### config.mk
export PLATFORM = sky130hd
export DESIGN_NAME = sync_cfg_handshake
export DESIGN_NICKNAME = d
export VERILOG_FILES = /design/src/include/sync_cfg_pkg.sv /design/src/hdl/bus_read_latch.sv /design/src/hdl/sync_cfg_handshake.sv
export SDC_FILE = /design/constraint.sdc
export NUM_CORES = 1
export LEC_CHECK = 0
export BUFFER_PORTS_ARGS = -buffer_cell sky130_fd_sc_hd__buf_2
export CORE_ASPECT_RATIO = 1.2
export CORE_MARGIN = 5
export CORE_UTILIZATION = 48
export DETAILED_ROUTE_END_ITERATION = 16
export GPL_ROUTABILITY_DRIVEN = 0
export HOLD_SLACK_MARGIN = 0.03
export PLACE_DENSITY = 0.88
export SLEW_MARGIN = 5
export SYNTH_ARGS = -nofsm -noshare
export SYNTH_HDL_FRONTEND = slang
export SYNTH_HIERARCHICAL = 1
export SYNTH_SLANG_ARGS = --single-unit
### constraint.sdc
create_clock -name sys_clk -period 1.6 [get_ports sys_clk]
set_input_delay 0.16 -clock sys_clk [delete_from_list [all_inputs] [get_ports sys_clk]]
set_output_delay 0.16 -clock sys_clk [all_outputs]
set_load 0.1 [all_outputs]
### src/include/sync_cfg_pkg.sv
// Constants and types for the sync and configuration handshake block
package sync_cfg_pkg;
    localparam int DATA_W = 16;
    localparam int CLK_PERIOD_NS = 100;
    // Completion pulse length in master clock cycles
    localparam logic [3:0] DONE_PULSE_CYCLES = 4'h8;
    // Filter settling time in ns, and derived cycle count (rounded up)
    localparam int SETTLE_NS = 3200;
    localparam int SETTLE_CYC_I = (SETTLE_NS + CLK_PERIOD_NS - 1)
        / CLK_PERIOD_NS;
    localparam logic [7:0] SETTLE_CYCLES = SETTLE_CYC_I[7:0];
    localparam logic [3:0] SEQ_RESET = 4'h0;
    localparam logic FLAG_RESET = 1'b1;
    localparam logic [DATA_W-1:0] BUS_RESET = 16'h0000;

    typedef enum logic [1:0] {
        MODE_PROC = 2'b00,
        MODE_EPROM = 2'b01,
        MODE_ROM = 2'b10
    } bootMode_t;

    typedef enum logic [1:0] {
        HS_IDLE = 2'b00,
        HS_RAISED = 2'b01,
        HS_PULSE = 2'b10
    } hsState_t;
endpackage : sync_cfg_pkg

### src/hdl/bus_read_latch.sv
// Parallel port read-data and write-capture registers
`timescale 1ns/100ps
module bus_read_latch
    import sync_cfg_pkg::*;
(
    input wire logic sys_clk,
    input wire logic resetn,
    input wire logic csFall,
    input wire logic csRise,
    input wire logic readNotWrite,
    input wire logic register_select,
    input wire logic [DATA_W-1:0] convData,
    input wire logic [DATA_W-1:0] statusData,
    input wire logic [DATA_W-1:0] busIn,
    output logic [DATA_W-1:0] busOut,
    output logic [DATA_W-1:0] writeData,
    output logic writeIsInstr,
    output logic writeStrobe
);
    logic [DATA_W-1:0] busOut_r, busOut_nxt;
    logic [DATA_W-1:0] wData_r, wData_nxt;
    logic wInstr_r, wInstr_nxt, wStb_r, wStb_nxt;

    always_comb begin
        busOut_nxt = busOut_r;
        wData_nxt = wData_r;
        wInstr_nxt = wInstr_r;
        wStb_nxt = 1'b0;
        if (csFall && readNotWrite) begin
            busOut_nxt = register_select ? statusData : convData;
        end
        if (csRise && !readNotWrite) begin
            wData_nxt = busIn;
            wInstr_nxt = register_select;
            wStb_nxt = 1'b1;
        end
    end

    always_ff @(posedge sys_clk or negedge resetn) begin
        if (!resetn) begin
            busOut_r <= BUS_RESET;
            wData_r <= BUS_RESET;
            wInstr_r <= 1'b0;
            wStb_r <= 1'b0;
        end else begin
            busOut_r <= busOut_nxt;
            wData_r <= wData_nxt;
            wInstr_r <= wInstr_nxt;
            wStb_r <= wStb_nxt;
        end
    end

    assign busOut = busOut_r;
    assign writeData = wData_r;
    assign writeIsInstr = wInstr_r;
    assign writeStrobe = wStb_r;

    write_capture_a: assert property (@(posedge sys_clk)
        disable iff (!resetn)
        csRise && !readNotWrite |=> writeStrobe && writeData == $past(busIn))
        else $error("write data not captured");
endmodule : bus_read_latch

### src/hdl/sync_cfg_handshake.sv
// Sync input, configuration handshake output and parallel port control
// Functional notes
// - While sync is high, sequencer counter held at zero, core held reset.
// - Devices sharing clock and sync pulse sample and update together.
// - After sync falls, conversions resume; data valid after settling time.
// - EPROM mode: handshake driven low enables EPROM, resets its address.
// - Processor mode: handshake is an active-high interrupt request.
// - Processor mode: handshake rises after reset and configuration restart.
// - Processor mode: handshake rises again after successful configuration.
// - Processor mode: handshake cleared once frame sync sampled high.
// - ROM mode: handshake pulses high eight clocks on successful config.
// - Chip select fall on a read enables bus drivers with conversion or status data.
// - Chip select rise on a write latches bus as data or instruction; host holds it.
`timescale 1ns/100ps
module sync_cfg_handshake
    import sync_cfg_pkg::*;
(
    input wire logic sys_clk,
    input wire logic resetn,
    input wire logic syncIn,
    input wire logic [1:0] bootMode,
    input wire logic config_restart_n,
    input wire logic configDone,
    input wire logic frame_sync_in,
    input wire logic chipSelectN,
    input wire logic readNotWrite,
    input wire logic register_select,
    input wire logic [DATA_W-1:0] convData,
    input wire logic [DATA_W-1:0] statusData,
    input wire logic [DATA_W-1:0] busIn,
    output logic [DATA_W-1:0] busOut,
    output logic busOe,
    output logic [DATA_W-1:0] writeData,
    output logic writeIsInstr,
    output logic writeStrobe,
    output logic cfg_handshake_flag,
    output logic [3:0] seqCount,
    output logic coreReset,
    output logic dataValid
);
    ////////////////////////////////////////////////////////////////////////
    // Sync, sequencer and settling
    logic syncHigh_r, syncHigh_nxt;
    logic [3:0] seq_r, seq_nxt;
    logic [7:0] settle_r, settle_nxt;
    logic valid_r, valid_nxt;

    always_comb begin
        syncHigh_nxt = syncIn;
        seq_nxt = seq_r + 4'h1;
        settle_nxt = settle_r;
        valid_nxt = valid_r;
        if (syncIn) begin
            seq_nxt = SEQ_RESET;
            settle_nxt = 8'h00;
            valid_nxt = 1'b0;
        end else if (settle_r != SETTLE_CYCLES) begin
            settle_nxt = settle_r + 8'h01;
        end else begin
            valid_nxt = 1'b1;
        end
    end

    always_ff @(posedge sys_clk or negedge resetn) begin
        if (!resetn) begin
            syncHigh_r <= 1'b0;
            seq_r <= SEQ_RESET;
            settle_r <= 8'h00;
            valid_r <= 1'b0;
        end else begin
            syncHigh_r <= syncHigh_nxt;
            seq_r <= seq_nxt;
            settle_r <= settle_nxt;
            valid_r <= valid_nxt;
        end
    end

    assign seqCount = seq_r;
    assign coreReset = syncHigh_r;
    assign dataValid = valid_r;

    sync_reset_a: assert property (@(posedge sys_clk)
        disable iff (!resetn)
        syncIn |=> seqCount == 4'h0 && coreReset && !dataValid)
        else $error("sync did not reset sequencer");
    seq_lockstep_a: assert property (@(posedge sys_clk)
        disable iff (!resetn)
        syncIn ##1 !syncIn |=> seqCount == 4'h1)
        else $error("sequencer did not restart from zero");
    // Valid stays low for the whole settling span after sync release
    settle_wait_a: assert property (@(posedge sys_clk)
        disable iff (!resetn)
        $fell(coreReset) |-> !dataValid[*8] ##1 !dataValid[*8]
        ##1 !dataValid[*8] ##1 !dataValid[*8])
        else $error("data valid before settling");

    ////////////////////////////////////////////////////////////////////////
    // Configuration handshake
    hsState_t hs_r, hs_nxt;
    logic [3:0] pulse_r, pulse_nxt;
    logic flag_r, flag_nxt;
    logic restartD_r, restartD_nxt;

    always_comb begin
        hs_nxt = hs_r;
        pulse_nxt = pulse_r;
        flag_nxt = flag_r;
        restartD_nxt = config_restart_n;
        case (bootMode)
            MODE_EPROM: begin
                flag_nxt = configDone;
                hs_nxt = HS_IDLE;
            end
            MODE_ROM: begin
                case (hs_r)
                    HS_PULSE: begin
                        if (pulse_r == DONE_PULSE_CYCLES - 4'h1) begin
                            flag_nxt = 1'b0;
                            hs_nxt = HS_IDLE;
                        end
                        pulse_nxt = pulse_r + 4'h1;
                    end
                    default: begin
                        flag_nxt = 1'b0;
                        if (configDone) begin
                            flag_nxt = 1'b1;
                            pulse_nxt = 4'h0;
                            hs_nxt = HS_PULSE;
                        end
                    end
                endcase
            end
            default: begin
                hs_nxt = HS_IDLE;
                if (restartD_r && !config_restart_n) begin
                    flag_nxt = 1'b1;
                end else if (configDone) begin
                    flag_nxt = 1'b1;
                end else if (frame_sync_in) begin
                    flag_nxt = 1'b0;
                end
            end
        endcase
    end

    always_ff @(posedge sys_clk or negedge resetn) begin
        if (!resetn) begin
            hs_r <= HS_IDLE;
            pulse_r <= 4'h0;
            flag_r <= FLAG_RESET;
            restartD_r <= 1'b1;
        end else begin
            hs_r <= hs_nxt;
            pulse_r <= pulse_nxt;
            flag_r <= flag_nxt;
            restartD_r <= restartD_nxt;
        end
    end

    assign cfg_handshake_flag = flag_r;

    eprom_enable_a: assert property (@(posedge sys_clk)
        disable iff (!resetn)
        bootMode == MODE_EPROM && !configDone |=> !cfg_handshake_flag)
        else $error("EPROM not enabled");
    proc_done_a: assert property (@(posedge sys_clk)
        disable iff (!resetn)
        bootMode == MODE_PROC && $past(bootMode) == MODE_PROC && configDone
        |=> cfg_handshake_flag)
        else $error("completion not signalled");
    proc_clear_a: assert property (@(posedge sys_clk)
        disable iff (!resetn)
        bootMode == MODE_PROC && frame_sync_in && !configDone
        && !(restartD_r && !config_restart_n) |=> !cfg_handshake_flag)
        else $error("frame sync did not clear");
    rom_pulse_a: assert property (@(posedge sys_clk)
        disable iff (!resetn)
        bootMode == MODE_ROM && hs_r == HS_IDLE && configDone
        |=> cfg_handshake_flag[*8] ##1 !cfg_handshake_flag)
        else $error("ROM pulse not eight cycles");

    ////////////////////////////////////////////////////////////////////////
    // Parallel host port
    logic csN_r, csN_nxt;
    logic oe_r, oe_nxt;

    always_comb begin
        csN_nxt = chipSelectN;
        oe_nxt = !chipSelectN && readNotWrite;
    end

    always_ff @(posedge sys_clk or negedge resetn) begin
        if (!resetn) begin
            csN_r <= 1'b1;
            oe_r <= 1'b0;
        end else begin
            csN_r <= csN_nxt;
            oe_r <= oe_nxt;
        end
    end

    assign busOe = oe_r;

    bus_read_latch u_bus_read_latch (
        .sys_clk(sys_clk),
        .resetn(resetn),
        .csFall(csN_r && !chipSelectN),
        .csRise(!csN_r && chipSelectN),
        .readNotWrite(readNotWrite),
        .register_select(register_select),
        .convData(convData),
        .statusData(statusData),
        .busIn(busIn),
        .busOut(busOut),
        .writeData(writeData),
        .writeIsInstr(writeIsInstr),
        .writeStrobe(writeStrobe)
    );

    read_drive_a: assert property (@(posedge sys_clk)
        disable iff (!resetn)
        csN_r && !chipSelectN && readNotWrite |=> busOe
        && busOut == ($past(register_select) ? $past(statusData)
        : $past(convData)))
        else $error("read data not driven");
endmodule : sync_cfg_handshake

# Word level (Yosys, flattened, before mapping)
# Cells that the tools add are included.
# W data, S select, Z words.
# totals
ff_bits,58
in_bits,59
output_inout_bits,42
wordCells,61
# op_classes
n_addsub,3
n_eq_ne,8
mux,20
n_reduce_logical,16
# op_table
op,count
$mux W16,1
$mux W8,2
$mux W4,3
$mux W1,9
$add A4 B1 Y4 const B,2
$add A8 B1 Y8 const B,1
$mux W2,4
$ne A8 B6 Y1 const B,1
$logic_and A1 B1 Y1,6
$reduce_and A2 Y1,3
$reduce_bool A5 Y1,1
$eq A2 B2 Y1 const B,2
$eq A4 B3 Y1 const B,1
$logic_not A1 Y1,4
$reduce_bool A2 Y1,2
$ne A3 B2 Y1 const B,1
$ne A3 B3 Y1 const B,1
$eq A2 B1 Y1 const B,1
$ne A2 B2 Y1 const B,1
$pmux W1 S2,1

# Depth between registers and ports, before layout
# Gate-level depths: netlist of the first run.
# logic_depth
ltp_word,4
depth_mapped,6
depth_no_buf,6

# Hierarchy
# The synthesis of the first run kept the hierarchy.
# modules_own_cells
mod,instances,cells_per_inst,area_each_um2,seq_area_each_um2
bus_read_latch,1,111,1497.7,850.8
sync_cfg_handshake,1,98,1092.3,579.3

# Worst setup path before layout of the first run
# OpenSTA, ideal clock, no wires.
# synth_path
path_kind,reg2reg
from,reg seq_r[0] (netlist: seqCount[0])
to,reg seq_r[1] (netlist: seqCount[1])
setup_ns,0.118
arrival_ns,1.408
t_required_ns,1.482
slack_ns,0.075
stages_incl_launch_ff,3
n_path_buf,0
period_less_slack_ns,1.525
path_cell_list,dfrtp_1 ha_1 nor2b_1
# synth_via
elab_chain_cells,2
# synth_rtl
element,line,source
from (decl),sync_cfg_handshake.sv:44,"logic [3:0] seq_r, seq_nxt;"
from (signal assigned),sync_cfg_handshake.sv:72,seq_r <= seq_nxt;
$add A4 B1 Y4,sync_cfg_handshake.sv:50,seq_nxt = seq_r + 4'h1;
$mux W4,sync_cfg_handshake.sv:53,if (syncIn) begin
named net seq_nxt[1],sync_cfg_handshake.sv:44,
# The timed path passes the listed nets, and every way through them passes these cells.
# A chain may end at the register's enable or synchronous reset.

# Worst setup path in the final report of the first run
# layout_path
from,in chipSelectN
to,reg u_bus_read_latch.wData_r[15] (netlist: u_bus_read_latch/writeData[15])
# layout_via
elab_chain_cells,2
# layout_rtl
element,line,source
from (decl),sync_cfg_handshake.sv:25,"input wire logic chipSelectN,"
$logic_and A1 B1 Y1,sync_cfg_handshake.sv:208,".csRise(!csN_r && chipSelectN),"
$logic_and A1 B1 Y1,bus_read_latch.sv:32,if (csRise && !readNotWrite) begin
to (signal assigned),bus_read_latch.sv:47,wData_r <= wData_nxt;
to (decl),bus_read_latch.sv:21,"logic [DATA_W-1:0] wData_r, wData_nxt;"
# No other way between the ends.

==> results.py, run 1 <==
metrics = {
    "status": {
        "run_status": "completed",
    },
    "clocking": {
        "post-cts-setup-buffer-count": 0,
        "clock-root-buffer": "sky130_fd_sc_hd__clkbuf_8",
        "cts_made_buffers": 9,
        "cts.clk_slew.worst_paths_ns": 0.07,
        "insertion_delay_to_the_later_sink_of_the_worst_skew_pair_ns": 0.32,
        "buffer_levels_on_the_longest_clock_path": 2,
        "clock-sinks": 57,
        "tritoncts": "yes",
        "htree_num_levels": 3,
    },
    "detailed_routing": {
        "detail_route.vias_per_cell": 5.036,
        "drt_first_iter_violations": 49,
        "drt.antenna.violating_nets": 0,
        "vias": 1934,
        "wire_per_inst_microns": 14.09,
        "drcViolationCount": 0,
        "drt_pass1_iterations": 4,
        "wl_microns": 5409,
    },
    "place": {
        "pre_cts_slack_ns": 0.2047,
        "place.port_buffers": 100,
        "place.detailed.hpwl_microns": 4067,
        "postPlaceCellArea_sq_um": 3141,
        "dp.cells": 365,
    },
    "timing": {
        "slack_of_the_critical_path_ns": 0.1428,
        "finalCriticalPeriod_ns": 1.457,
        "timing.max_slew.rel_slack_pct": 67.49,
        "holdWs_ns": 0.06581,
        "timing_worst_slew_pin_value_ns": 0.4877,
        "final.period_utilization_pct": 91.07,
        "timing.final.max_slew_violations": 0,
        "finalClockSkew_ns": 0.007900,
        "grt_setup_unrepaired": "no",
        "max_freq_mhz": 686.3,
        "hold_viol_final": 0,
        "setup_viol_count_final": 0,
        "setup_total_negative_slack_ns": 0,
    },
    "power": {
        "irDropWorstVdd_mv": 0.8060,
        "p_per_area_nw_per_um2": 1422,
        "internal_portion_of_total_power_mw": 2.555,
        "share_seq_of_total_power_pct": 36.9,
        "swShare_pct": 46.24,
        "p_sw_mw": 2.197,
        "power.clock.fraction_pct": 23.4,
        "power.share.combinational_pct": 39.7,
        "p_leak_nw": 1.683,
        "power.total_mw": 4.752,
    },
    "synthesis": {
        "postSynthRegisterBits": 57,
        "synth_area_sq_um": 2590,
        "synthXorXnorAreaFrac_pct": 2.705,
        "synth_nets": 275,
        "ys.warnings.count": 6,
        "synth.cells.most_frequent": "54 x sky130_fd_sc_hd__dfrtp_1, 35 x sky130_fd_sc_hd__a21oi_1, 18 x sky130_fd_sc_hd__mux2i_1",
        "netlist_top_cells_area": "sky130_fd_sc_hd__dfrtp_1 52%, sky130_fd_sc_hd__mux2i_1 7.0%, sky130_fd_sc_hd__a21oi_1 6.8%",
        "synth.lib_cells_used.distinct": 37,
        "synthAdderAreaFrac_pct": 3.382,
        "area_fraction_in_compound_gates_after_synthesis_pct": 10.10,
        "synthArstFlopShare_pct": 100.0,
        "most_common_cell_in_the_netlist": "sky130_fd_sc_hd__dfrtp_1",
        "synth_top_family_by_area": "multiplexers",
        "synthesis.instances": 209,
        "synthFlopType": "sky130_fd_sc_hd__dfrtp_1",
        "synth-simple-area-share_pct": 7.874,
        "muxShareOfSynthArea_pct": 16.09,
        "count_of_flip_flops_with_a_built_in_enable_after_synthesis": 0,
        "yosys.area.top_type_share_pct": 52.17,
        "post-synth-top-area-cell": "sky130_fd_sc_hd__dfrtp_1",
        "postSynthAreaPerCell_sq_um": 12.39,
        "synth_seq_area_share_pct": 55.22,
    },
    "hold_path": {
        "worstHoldStart": "busIn[13]",
        "hold_class": "in2reg",
    },
    "die": {
        "die_height_microns": 90.47,
        "ports_placed_on_the_boundary": 101,
        "dieArea_sq_um": 6971,
        "row_count": 29,
        "initial_core_util_pct": 49.23,
        "core-area_sq_um": 5261,
        "dieWidth_microns": 77.06,
    },
    "setup_path": {
        "crit_family": "buffers and inverters",
        "crit_path_cell_trace": "dlygate4sd3_1 -> buf_2 -> nor2b_1 -> nor2b_2 -> buf_4 -> mux2_2",
        "cp_slowest_cell": "sky130_fd_sc_hd__dlygate4sd3_1",
        "cp_data_required_time_ns": 1.80,
        "worstPathBufferInverterCount": 3,
        "critical_path.endpoint_type": "register",
        "critical_path.startpoint": "chipSelectN",
        "criticalPathCategory": "in2reg",
        "timing.critical_path.from_type": "input port",
        "critical_path.max_fanout": 6,
        "cpPeakStageDelay_ns": 0.52,
        "regToRegStartpoint": "settle_r[0]",
        "arrival_ns": 1.66,
    },
    "global_routing": {
        "gr-total-overflow": 0,
        "antenna_found_initial": 0,
        "grt_pass1_wl_microns": 9246,
        "first_global_vias": 2093,
        "grt_max_degree": 58,
        "track_usage_pct": 16.26,
    },
    "layout": {
        "finalNonFillerCells": 384,
        "post-route-util_pct": 63.52,
        "area.growth.synth_to_final_pct": 29.03,
        "final_cell_area_sq_um": 3342,
        "drive_gt1_share_pct": 45.96,
        "num_antenna_cells": 0,
        "final-seq-area_sq_um": 1430,
        "multiInputGateArea_sq_um": 1040,
        "finish.net_count": 383,
        "final.fill_count": 394,
    },
    "flow_run": {
        "max_cap_violations": 0,
    },
}
==> timing repair <==
item,4_1_cts,5_1_grt
resized for setup,0,0
hold endpoints to repair,57,0
hold buffers,3,0
==> power groups by stage <==
| stage | registers [mW] | logic [mW] | clock network (mW) |
|---|---|---|---|
| global route | 1.78 | 1.97 | 1.22 |
| detailed placement | 1.77 | 1.89 | 0 |
| finish | 1.75 | 1.89 | 1.11 |
| global placement | 1.76 | 1.87 | 0 |
| CTS | 1.75 | 1.90 | 1.15 |
| floorplan | 3.00 | 0.305 | 0 |
==> placed cells by master (no fill, tap or decap), types with 2 or more instances in the layout <==
master                          instances
sky130_fd_sc_hd__dfrtp_1               54
sky130_fd_sc_hd__clkinvlp_4             5
sky130_fd_sc_hd__clkbuf_8               9
sky130_fd_sc_hd__dfstp_2                3
sky130_fd_sc_hd__nand3_1                5
sky130_fd_sc_hd__clkinv_2               2
sky130_fd_sc_hd__nor2_1                 9
sky130_fd_sc_hd__nand2_1                7
sky130_fd_sc_hd__mux2_4                 9
sky130_fd_sc_hd__a21oi_1               35
sky130_fd_sc_hd__buf_4                  3
sky130_fd_sc_hd__xnor2_1                4
sky130_fd_sc_hd__mux2_2                 9
sky130_fd_sc_hd__o21ai_0                3
sky130_fd_sc_hd__dlygate4sd3_1          3
sky130_fd_sc_hd__buf_12                 2
sky130_fd_sc_hd__nor2b_1                5
sky130_fd_sc_hd__xor2_1                 4
sky130_fd_sc_hd__inv_1                  7
sky130_fd_sc_hd__a21o_1                 2
sky130_fd_sc_hd__mux2i_1               18
sky130_fd_sc_hd__ha_1                   7
sky130_fd_sc_hd__buf_2                100
sky130_fd_sc_hd__a22o_1                 2
==> layout make-up <==
type / count / share of cell area (%)
Clock inverter: 7 / 1.423
Multi-Input combinational cell: 133 / 31.11
Timing Repair Buffer: 108 / 17.75
Inverter: 8 / 0.8985
Tap cell: 62 / 2.321
Clock buffer: 9 / 3.706
Sequential cell: 57 / 42.79
==> worst paths after layout <==
kind / depth (start not counted) / slack, ns / to
worst max-delay path: 6 / 0.14 / u_bus_read_latch/writeData[15]
worst min-delay path: 2 / 0.07 / u_bus_read_latch/writeData[13]
worst max register to register: 6 / 0.23 / settle_r[1]
worst min register to register: 1 / 0.48 / seqCount[0]
max in group asynchronous: 3 / 0.94 / cfg_handshake_flag
min in group asynchronous: 3 / 0.37 / settle_r[0]
==> worst register-to-register path: stages, from the launching register on <==
cell and delay, ns:
sky130_fd_sc_hd__dfrtp_1 0.43, sky130_fd_sc_hd__inv_1 0.08, sky130_fd_sc_hd__ha_1 0.13, sky130_fd_sc_hd__nor4b_2 0.21, sky130_fd_sc_hd__nand3_2 0.17, sky130_fd_sc_hd__mux2i_1 0.18, sky130_fd_sc_hd__nor2_1 0.05
==> logic make-up (layout without fill, tap and decap cells) <==
| kind of cell | Yosys count | in the layout |
|---|---|---|
| simple gates | 37 | 37 |
| fa+ha+maj | 7 | 7 |
| compound gates | 45 | 45 |
| flops | 57 | 57 |
| buf+inv | 19 | 132 |
| xor+xnor | 8 | 8 |
| mux | 36 | 36 |
==> per-layer routing <==
layer	vias to the layer above	GRT usage (%)	wire length, microns
met3	6	4.990	390
met2	62	28.40	2808
met5	-	0	0
met4	0	8.453	87
met1	920	17.37	2122
li1	946	-	-
==> state kept, by name, summed over array words and instances (netlist names) <==
register / cells
u_bus_read_latch/busOut: 16
u_bus_read_latch/writeData: 16
settle_r: 8
pulse_r: 4
seqCount: 4
busOe: 1
cfg_handshake_flag: 1
coreReset: 1
csN_r: 1
dataValid: 1
hs_r: 1
restartD_r: 1
u_bus_read_latch/writeIsInstr: 1
u_bus_read_latch/writeStrobe: 1
No activity file was read; power rests on OpenSTA's default activity.
==> inputs of run 2 (changes only) <==
- clock period: 1.6 -> 1.5 ns (I/O delays scaled with it)
==> results.py, run 2 (synthesized netlist as in run 1, its figures left out) <==
metrics = {
    "status": {
        "run_status": "completed",
    },
    "global_routing": {
        "grt_pass1_wl_microns": 9798,
        "antenna_found_initial": 0,
        "track_usage_pct": 17.46,
        "gr-total-overflow": 0,
        "grt_max_degree": 58,
        "first_global_vias": 2142,
    },
    "timing": {
        "final.period_utilization_pct": 96.05,
        "setup_total_negative_slack_ns": 0,
        "finalClockSkew_ns": 0.007626,
        "hold_viol_final": 0,
        "slack_of_the_critical_path_ns": 0.05928,
        "max_freq_mhz": 694.1,
        "holdWs_ns": 0.04825,
        "timing_worst_slew_pin_value_ns": 0.4988,
        "setup_viol_count_final": 0,
        "timing.max_slew.rel_slack_pct": 66.97,
        "finalCriticalPeriod_ns": 1.441,
        "timing.final.max_slew_violations": 0,
    },
    "detailed_routing": {
        "detail_route.vias_per_cell": 5.132,
        "drt.antenna.violating_nets": 0,
        "drcViolationCount": 0,
        "vias": 1986,
        "wl_microns": 5711,
        "drt_pass1_iterations": 4,
        "wire_per_inst_microns": 14.76,
        "drt_first_iter_violations": 64,
    },
    "die": {
        "initial_core_util_pct": 49.23,
        "dieArea_sq_um": 6971,
        "row_count": 29,
        "dieWidth_microns": 77.06,
        "core-area_sq_um": 5261,
        "die_height_microns": 90.47,
        "ports_placed_on_the_boundary": 101,
    },
    "layout": {
        "layout.cells.most_common_list": "100 x sky130_fd_sc_hd__buf_2, 52 x sky130_fd_sc_hd__dfrtp_1, 35 x sky130_fd_sc_hd__a21oi_1, 18 x sky130_fd_sc_hd__mux2i_1, 11 x sky130_fd_sc_hd__clkbuf_8",
        "drive_gt1_share_pct": 46.77,
        "layout_commonest_cell": "sky130_fd_sc_hd__buf_2",
        "num_antenna_cells": 0,
        "finish.net_count": 386,
        "area.growth.synth_to_final_pct": 32.66,
    },
    "setup_path": {
        "criticalPathCategory": "in2reg",
        "critical_path.endpoint_type": "register",
        "cp_data_required_time_ns": 1.71,
        "timing.critical_path.from_type": "input port",
        "arrival_ns": 1.66,
        "critical_path.max_fanout": 5,
    },
    "clocking": {
        "tritoncts": "yes",
        "clock-sinks": 57,
        "cts.clk_slew.worst_paths_ns": 0.06,
        "insertion_delay_to_the_later_sink_of_the_worst_skew_pair_ns": 0.33,
        "buffer_levels_on_the_longest_clock_path": 2,
        "clock-root-buffer": "sky130_fd_sc_hd__clkbuf_8",
        "cts_made_buffers": 9,
        "htree_num_levels": 3,
    },
    "place": {
        "pre_cts_slack_ns": 0.06432,
        "place.detailed.hpwl_microns": 4268,
        "place.port_buffers": 100,
    },
    "power": {
        "p_leak_nw": 1.744,
        "irDropWorstVdd_mv": 1.265,
        "p_per_area_nw_per_um2": 1602,
    },
    "flow_run": {
        "max_cap_violations": 0,
    },
    "hold_path": {
        "hold_class": "in2reg",
    },
}
-- run 2: cell count changes in the layout (fill, tap and decap cells not counted), sizes merged --
| cell | change |
|---|---|
| clkbuf | +2 |
| clkinvlp | -4 |
| buf | +2 |
| dlygate4sd3 | +1 |
| bufinv | +2 |
-- run 2: path summary, 6_finish.rpt --
kind	startpoint	end	slack, ns	depth (start not counted)
setup / recovery	chipSelectN	u_bus_read_latch/writeData[2]	0.06	6
hold / removal	busIn[11]	u_bus_read_latch/writeData[11]	0.05	2
setup reg to reg	settle_r[0]	settle_r[1]	0.08	6
hold reg to reg	seqCount[0]	seqCount[0]	0.46	1
max in group asynchronous	resetn	cfg_handshake_flag	0.85	3
min in group asynchronous	resetn	dataValid	0.36	3
-- run 2: timing repair --
action,in CTS,in global routing
setup endpoints to repair,0,2
hold buffers,4,0
gates resized for setup,0,1
hold endpoints to repair,58,0
buffers inserted,0,2
-- run 2: metal layers --
metal | up-vias | GRT usage (%) | wire [microns]
met1 | 950 | 18.88 | 2147
met4 | 0 | 7.736 | 113
li1 | 946 | - | -
met3 | 11 | 6.786 | 496
met2 | 79 | 29.89 | 2953
met5 | - | 0 | 0
-- run 2: critical path, stage by stage --
cell and delay, ns:
sky130_fd_sc_hd__dlygate4sd3_1 0.52, sky130_fd_sc_hd__buf_2 0.13, sky130_fd_sc_hd__nor2b_1 0.12, sky130_fd_sc_hd__nor2b_2 0.21, sky130_fd_sc_hd__buf_4 0.18, sky130_fd_sc_hd__mux2_2 0.34
-- run 2: through the flow --
stage / total power [mW] / util [%] / cells / instance area, sq um
2_1_floorplan: 3.529 / - / 209 / 2592
3_3_place_gp: 3.872 / 59.74 / 365 / 3143
3_5_place_dp: 3.923 / 59.74 / 365 / 3143
4_1_cts: 5.560 / 64.85 / 385 / 3412
5_1_grt: 5.741 / 65.30 / 387 / 3436
6_report: 5.505 / 65.30 / 387 / 3436
-- run 2: area by class of cell --
class,instances,area (sq um)
fillers,415,1826
flip-flops and latches,57,1433
multi-input cells,133,1049
repair buffers,111,618.1
clock buffers,11,151.4
clock inverters,5,77.57
well taps,62,77.57
inverters,8,30.03
-- run 2: where the power goes --
| part | switching (mW) | internal (mW) |
|---|---|---|
| combinational | 1.63 | 0.400 |
| sequential | 0.127 | 1.75 |
| clock | 0.582 | 1.02 |
| total | 2.34 | 3.17 |
==> inputs of run 3 (changes only) <==
- RECOVER_POWER: default -> 100
==> results.py, run 3 (synthesized netlist as in run 1, its figures left out) <==
metrics = {
    "power": {
        "p_per_area_nw_per_um2": 1613,
        "p_sw_mw": 2.344,
        "p_leak_nw": 1.717,
        "share_seq_of_total_power_pct": 34.4,
        "power.clock.fraction_pct": 29.3,
        "irDropWorstVdd_mv": 1.250,
        "internal_portion_of_total_power_mw": 3.126,
        "power.share.combinational_pct": 36.3,
        "swShare_pct": 42.86,
    },
    "clocking": {
        "tritoncts": "yes",
        "cts.clk_slew.worst_paths_ns": 0.07,
        "clock-root-buffer": "sky130_fd_sc_hd__clkbuf_8",
        "cts_made_buffers": 9,
        "insertion_delay_to_the_later_sink_of_the_worst_skew_pair_ns": 0.33,
        "buffer_levels_on_the_longest_clock_path": 2,
        "htree_num_levels": 3,
        "clock-sinks": 57,
    },
    "global_routing": {
        "gr-total-overflow": 0,
        "grt_pass1_wl_microns": 9798,
        "track_usage_pct": 17.46,
        "grt_max_degree": 58,
        "first_global_vias": 2142,
        "antenna_found_initial": 0,
    },
    "detailed_routing": {
        "vias": 1962,
        "drcViolationCount": 0,
        "detail_route.vias_per_cell": 5.070,
        "drt.antenna.violating_nets": 0,
        "wire_per_inst_microns": 14.87,
        "wl_microns": 5753,
        "drt_first_iter_violations": 61,
        "drt_pass1_iterations": 3,
    },
    "flow_run": {
        "max_cap_violations": 0,
    },
    "status": {
        "run_status": "completed",
    },
    "timing": {
        "final.period_utilization_pct": 95.90,
        "timing_worst_slew_pin_value_ns": 0.7526,
        "timing.max_slew.rel_slack_pct": 49.83,
        "finalCriticalPeriod_ns": 1.438,
        "finalClockSkew_ns": 0.008053,
        "setup_viol_count_final": 0,
        "max_freq_mhz": 695.2,
        "hold_viol_final": 0,
        "timing.final.max_slew_violations": 0,
    },
    "die": {
        "dieWidth_microns": 77.06,
        "initial_core_util_pct": 49.23,
        "row_count": 29,
        "core-area_sq_um": 5261,
        "ports_placed_on_the_boundary": 101,
        "die_height_microns": 90.47,
        "dieArea_sq_um": 6971,
    },
    "layout": {
        "layout.cells.most_common_list": "58 x sky130_fd_sc_hd__buf_2, 52 x sky130_fd_sc_hd__dfrtp_1, 41 x sky130_fd_sc_hd__clkbuf_2, 35 x sky130_fd_sc_hd__a21oi_1, 18 x sky130_fd_sc_hd__mux2i_1",
        "final-seq-area_sq_um": 1433,
        "final.fill_count": 429,
        "finish.net_count": 386,
        "finalNonFillerCells": 387,
        "final_cell_area_sq_um": 3392,
        "num_antenna_cells": 0,
        "multiInputGateArea_sq_um": 1022,
        "area.growth.synth_to_final_pct": 30.97,
        "drive_gt1_share_pct": 44.00,
        "layout_commonest_cell": "sky130_fd_sc_hd__buf_2",
        "post-route-util_pct": 64.47,
    },
    "setup_path": {
        "cpPeakStageDelay_ns": 0.52,
        "timing.critical_path.from_type": "input port",
        "critical_path.endpoint_type": "register",
        "worstPathBufferInverterCount": 3,
        "crit_family": "buffers and inverters",
        "r2r_slack_ns": 0.08,
        "cp_slowest_cell": "sky130_fd_sc_hd__dlygate4sd3_1",
        "timing.reg2reg.worst_path_depth": 6,
        "critical_path.max_fanout": 5,
        "crit_path_cell_trace": "dlygate4sd3_1 -> buf_2 -> nor2b_1 -> nor2b_2 -> buf_4 -> mux2_2",
        "criticalPathCategory": "in2reg",
        "arrival_ns": 1.65,
        "cp_data_required_time_ns": 1.72,
        "timing.critical_path.depth": 6,
    },
    "hold_path": {
        "hold_class": "in2reg",
        "min_delay_path_depth": 2,
    },
    "place": {
        "dp.cells": 365,
        "place.port_buffers": 100,
        "postPlaceCellArea_sq_um": 3143,
        "place.detailed.hpwl_microns": 4268,
    },
}
run 3: layout make-up:
type	instances	share of cell area (%)
clock inverter	5	2.287
tap	62	2.287
sequential	57	42.24
clock buffer	11	4.463
multi-input combinational	133	30.14
timing repair buffer	111	17.71
inverter	8	0.8853
run 3: power by group through the flow:
stage	Combinational, mW	Clock (mW)	Sequential [mW]
3_3_place_gp	1.99	0	1.88
6_report	1.99	1.60	1.88
5_1_grt	2.07	1.72	1.91
4_1_cts	2.03	1.65	1.87
2_1_floorplan	0.326	0	3.20
3_5_place_dp	2.03	0	1.90
run 3: worst paths after layout:
path | from | endpoint
min in group asynchronous | resetn | coreReset
worst min-delay path | busIn[11] | u_bus_read_latch/writeData[11]
max in group asynchronous | resetn | seqCount[1]
worst max register to register | settle_r[0] | settle_r[1]
worst min register to register | seqCount[0] | seqCount[0]
worst max-delay path | chipSelectN | u_bus_read_latch/writeData[2]
run 3: metrics by stage:
step                      hold WS, ns  setup TNS (ns)  setup WS [ns]  total power [mW]
after floorplan               -0.1456               0        0.03743             3.529
after global placement         0.1667               0         0.1580             3.872
after detailed placement       0.1773               0        0.06432             3.923
after CTS                     0.03126               0        0.04639             5.560
after global routing          0.03357       -0.006826      -0.006826             5.703
final                         0.03952               0        0.06155             5.470
run 3: repair_timing:
action,in CTS,in global routing
endpoints found under the hold margin,58,0
buffers inserted,0,2
gates resized for setup,0,1
endpoints found under the setup margin,0,2
hold buffers,4,0
run 3: worst reg2reg max path: cells and delay by family, from the launching register on:
family | cells | cell delay, ns
adders and majority gates | 1 | 0.15
muxes | 1 | 0.20
and+or+nand+nor | 3 | 0.44
DFF | 1 | 0.42
buffers and inverters | 1 | 0.09
run 3: per-layer routing:
| layer | global-route usage (%) | wire length, microns | part of all wire [%] |
|---|---|---|---|
| met1 | 18.88 | 2221 | 39 |
| met5 | 0 | 0 | 0 |
| met4 | 7.736 | 116 | 2.0 |
| met3 | 6.786 | 489 | 8.5 |
| met2 | 29.89 | 2926 | 51 |
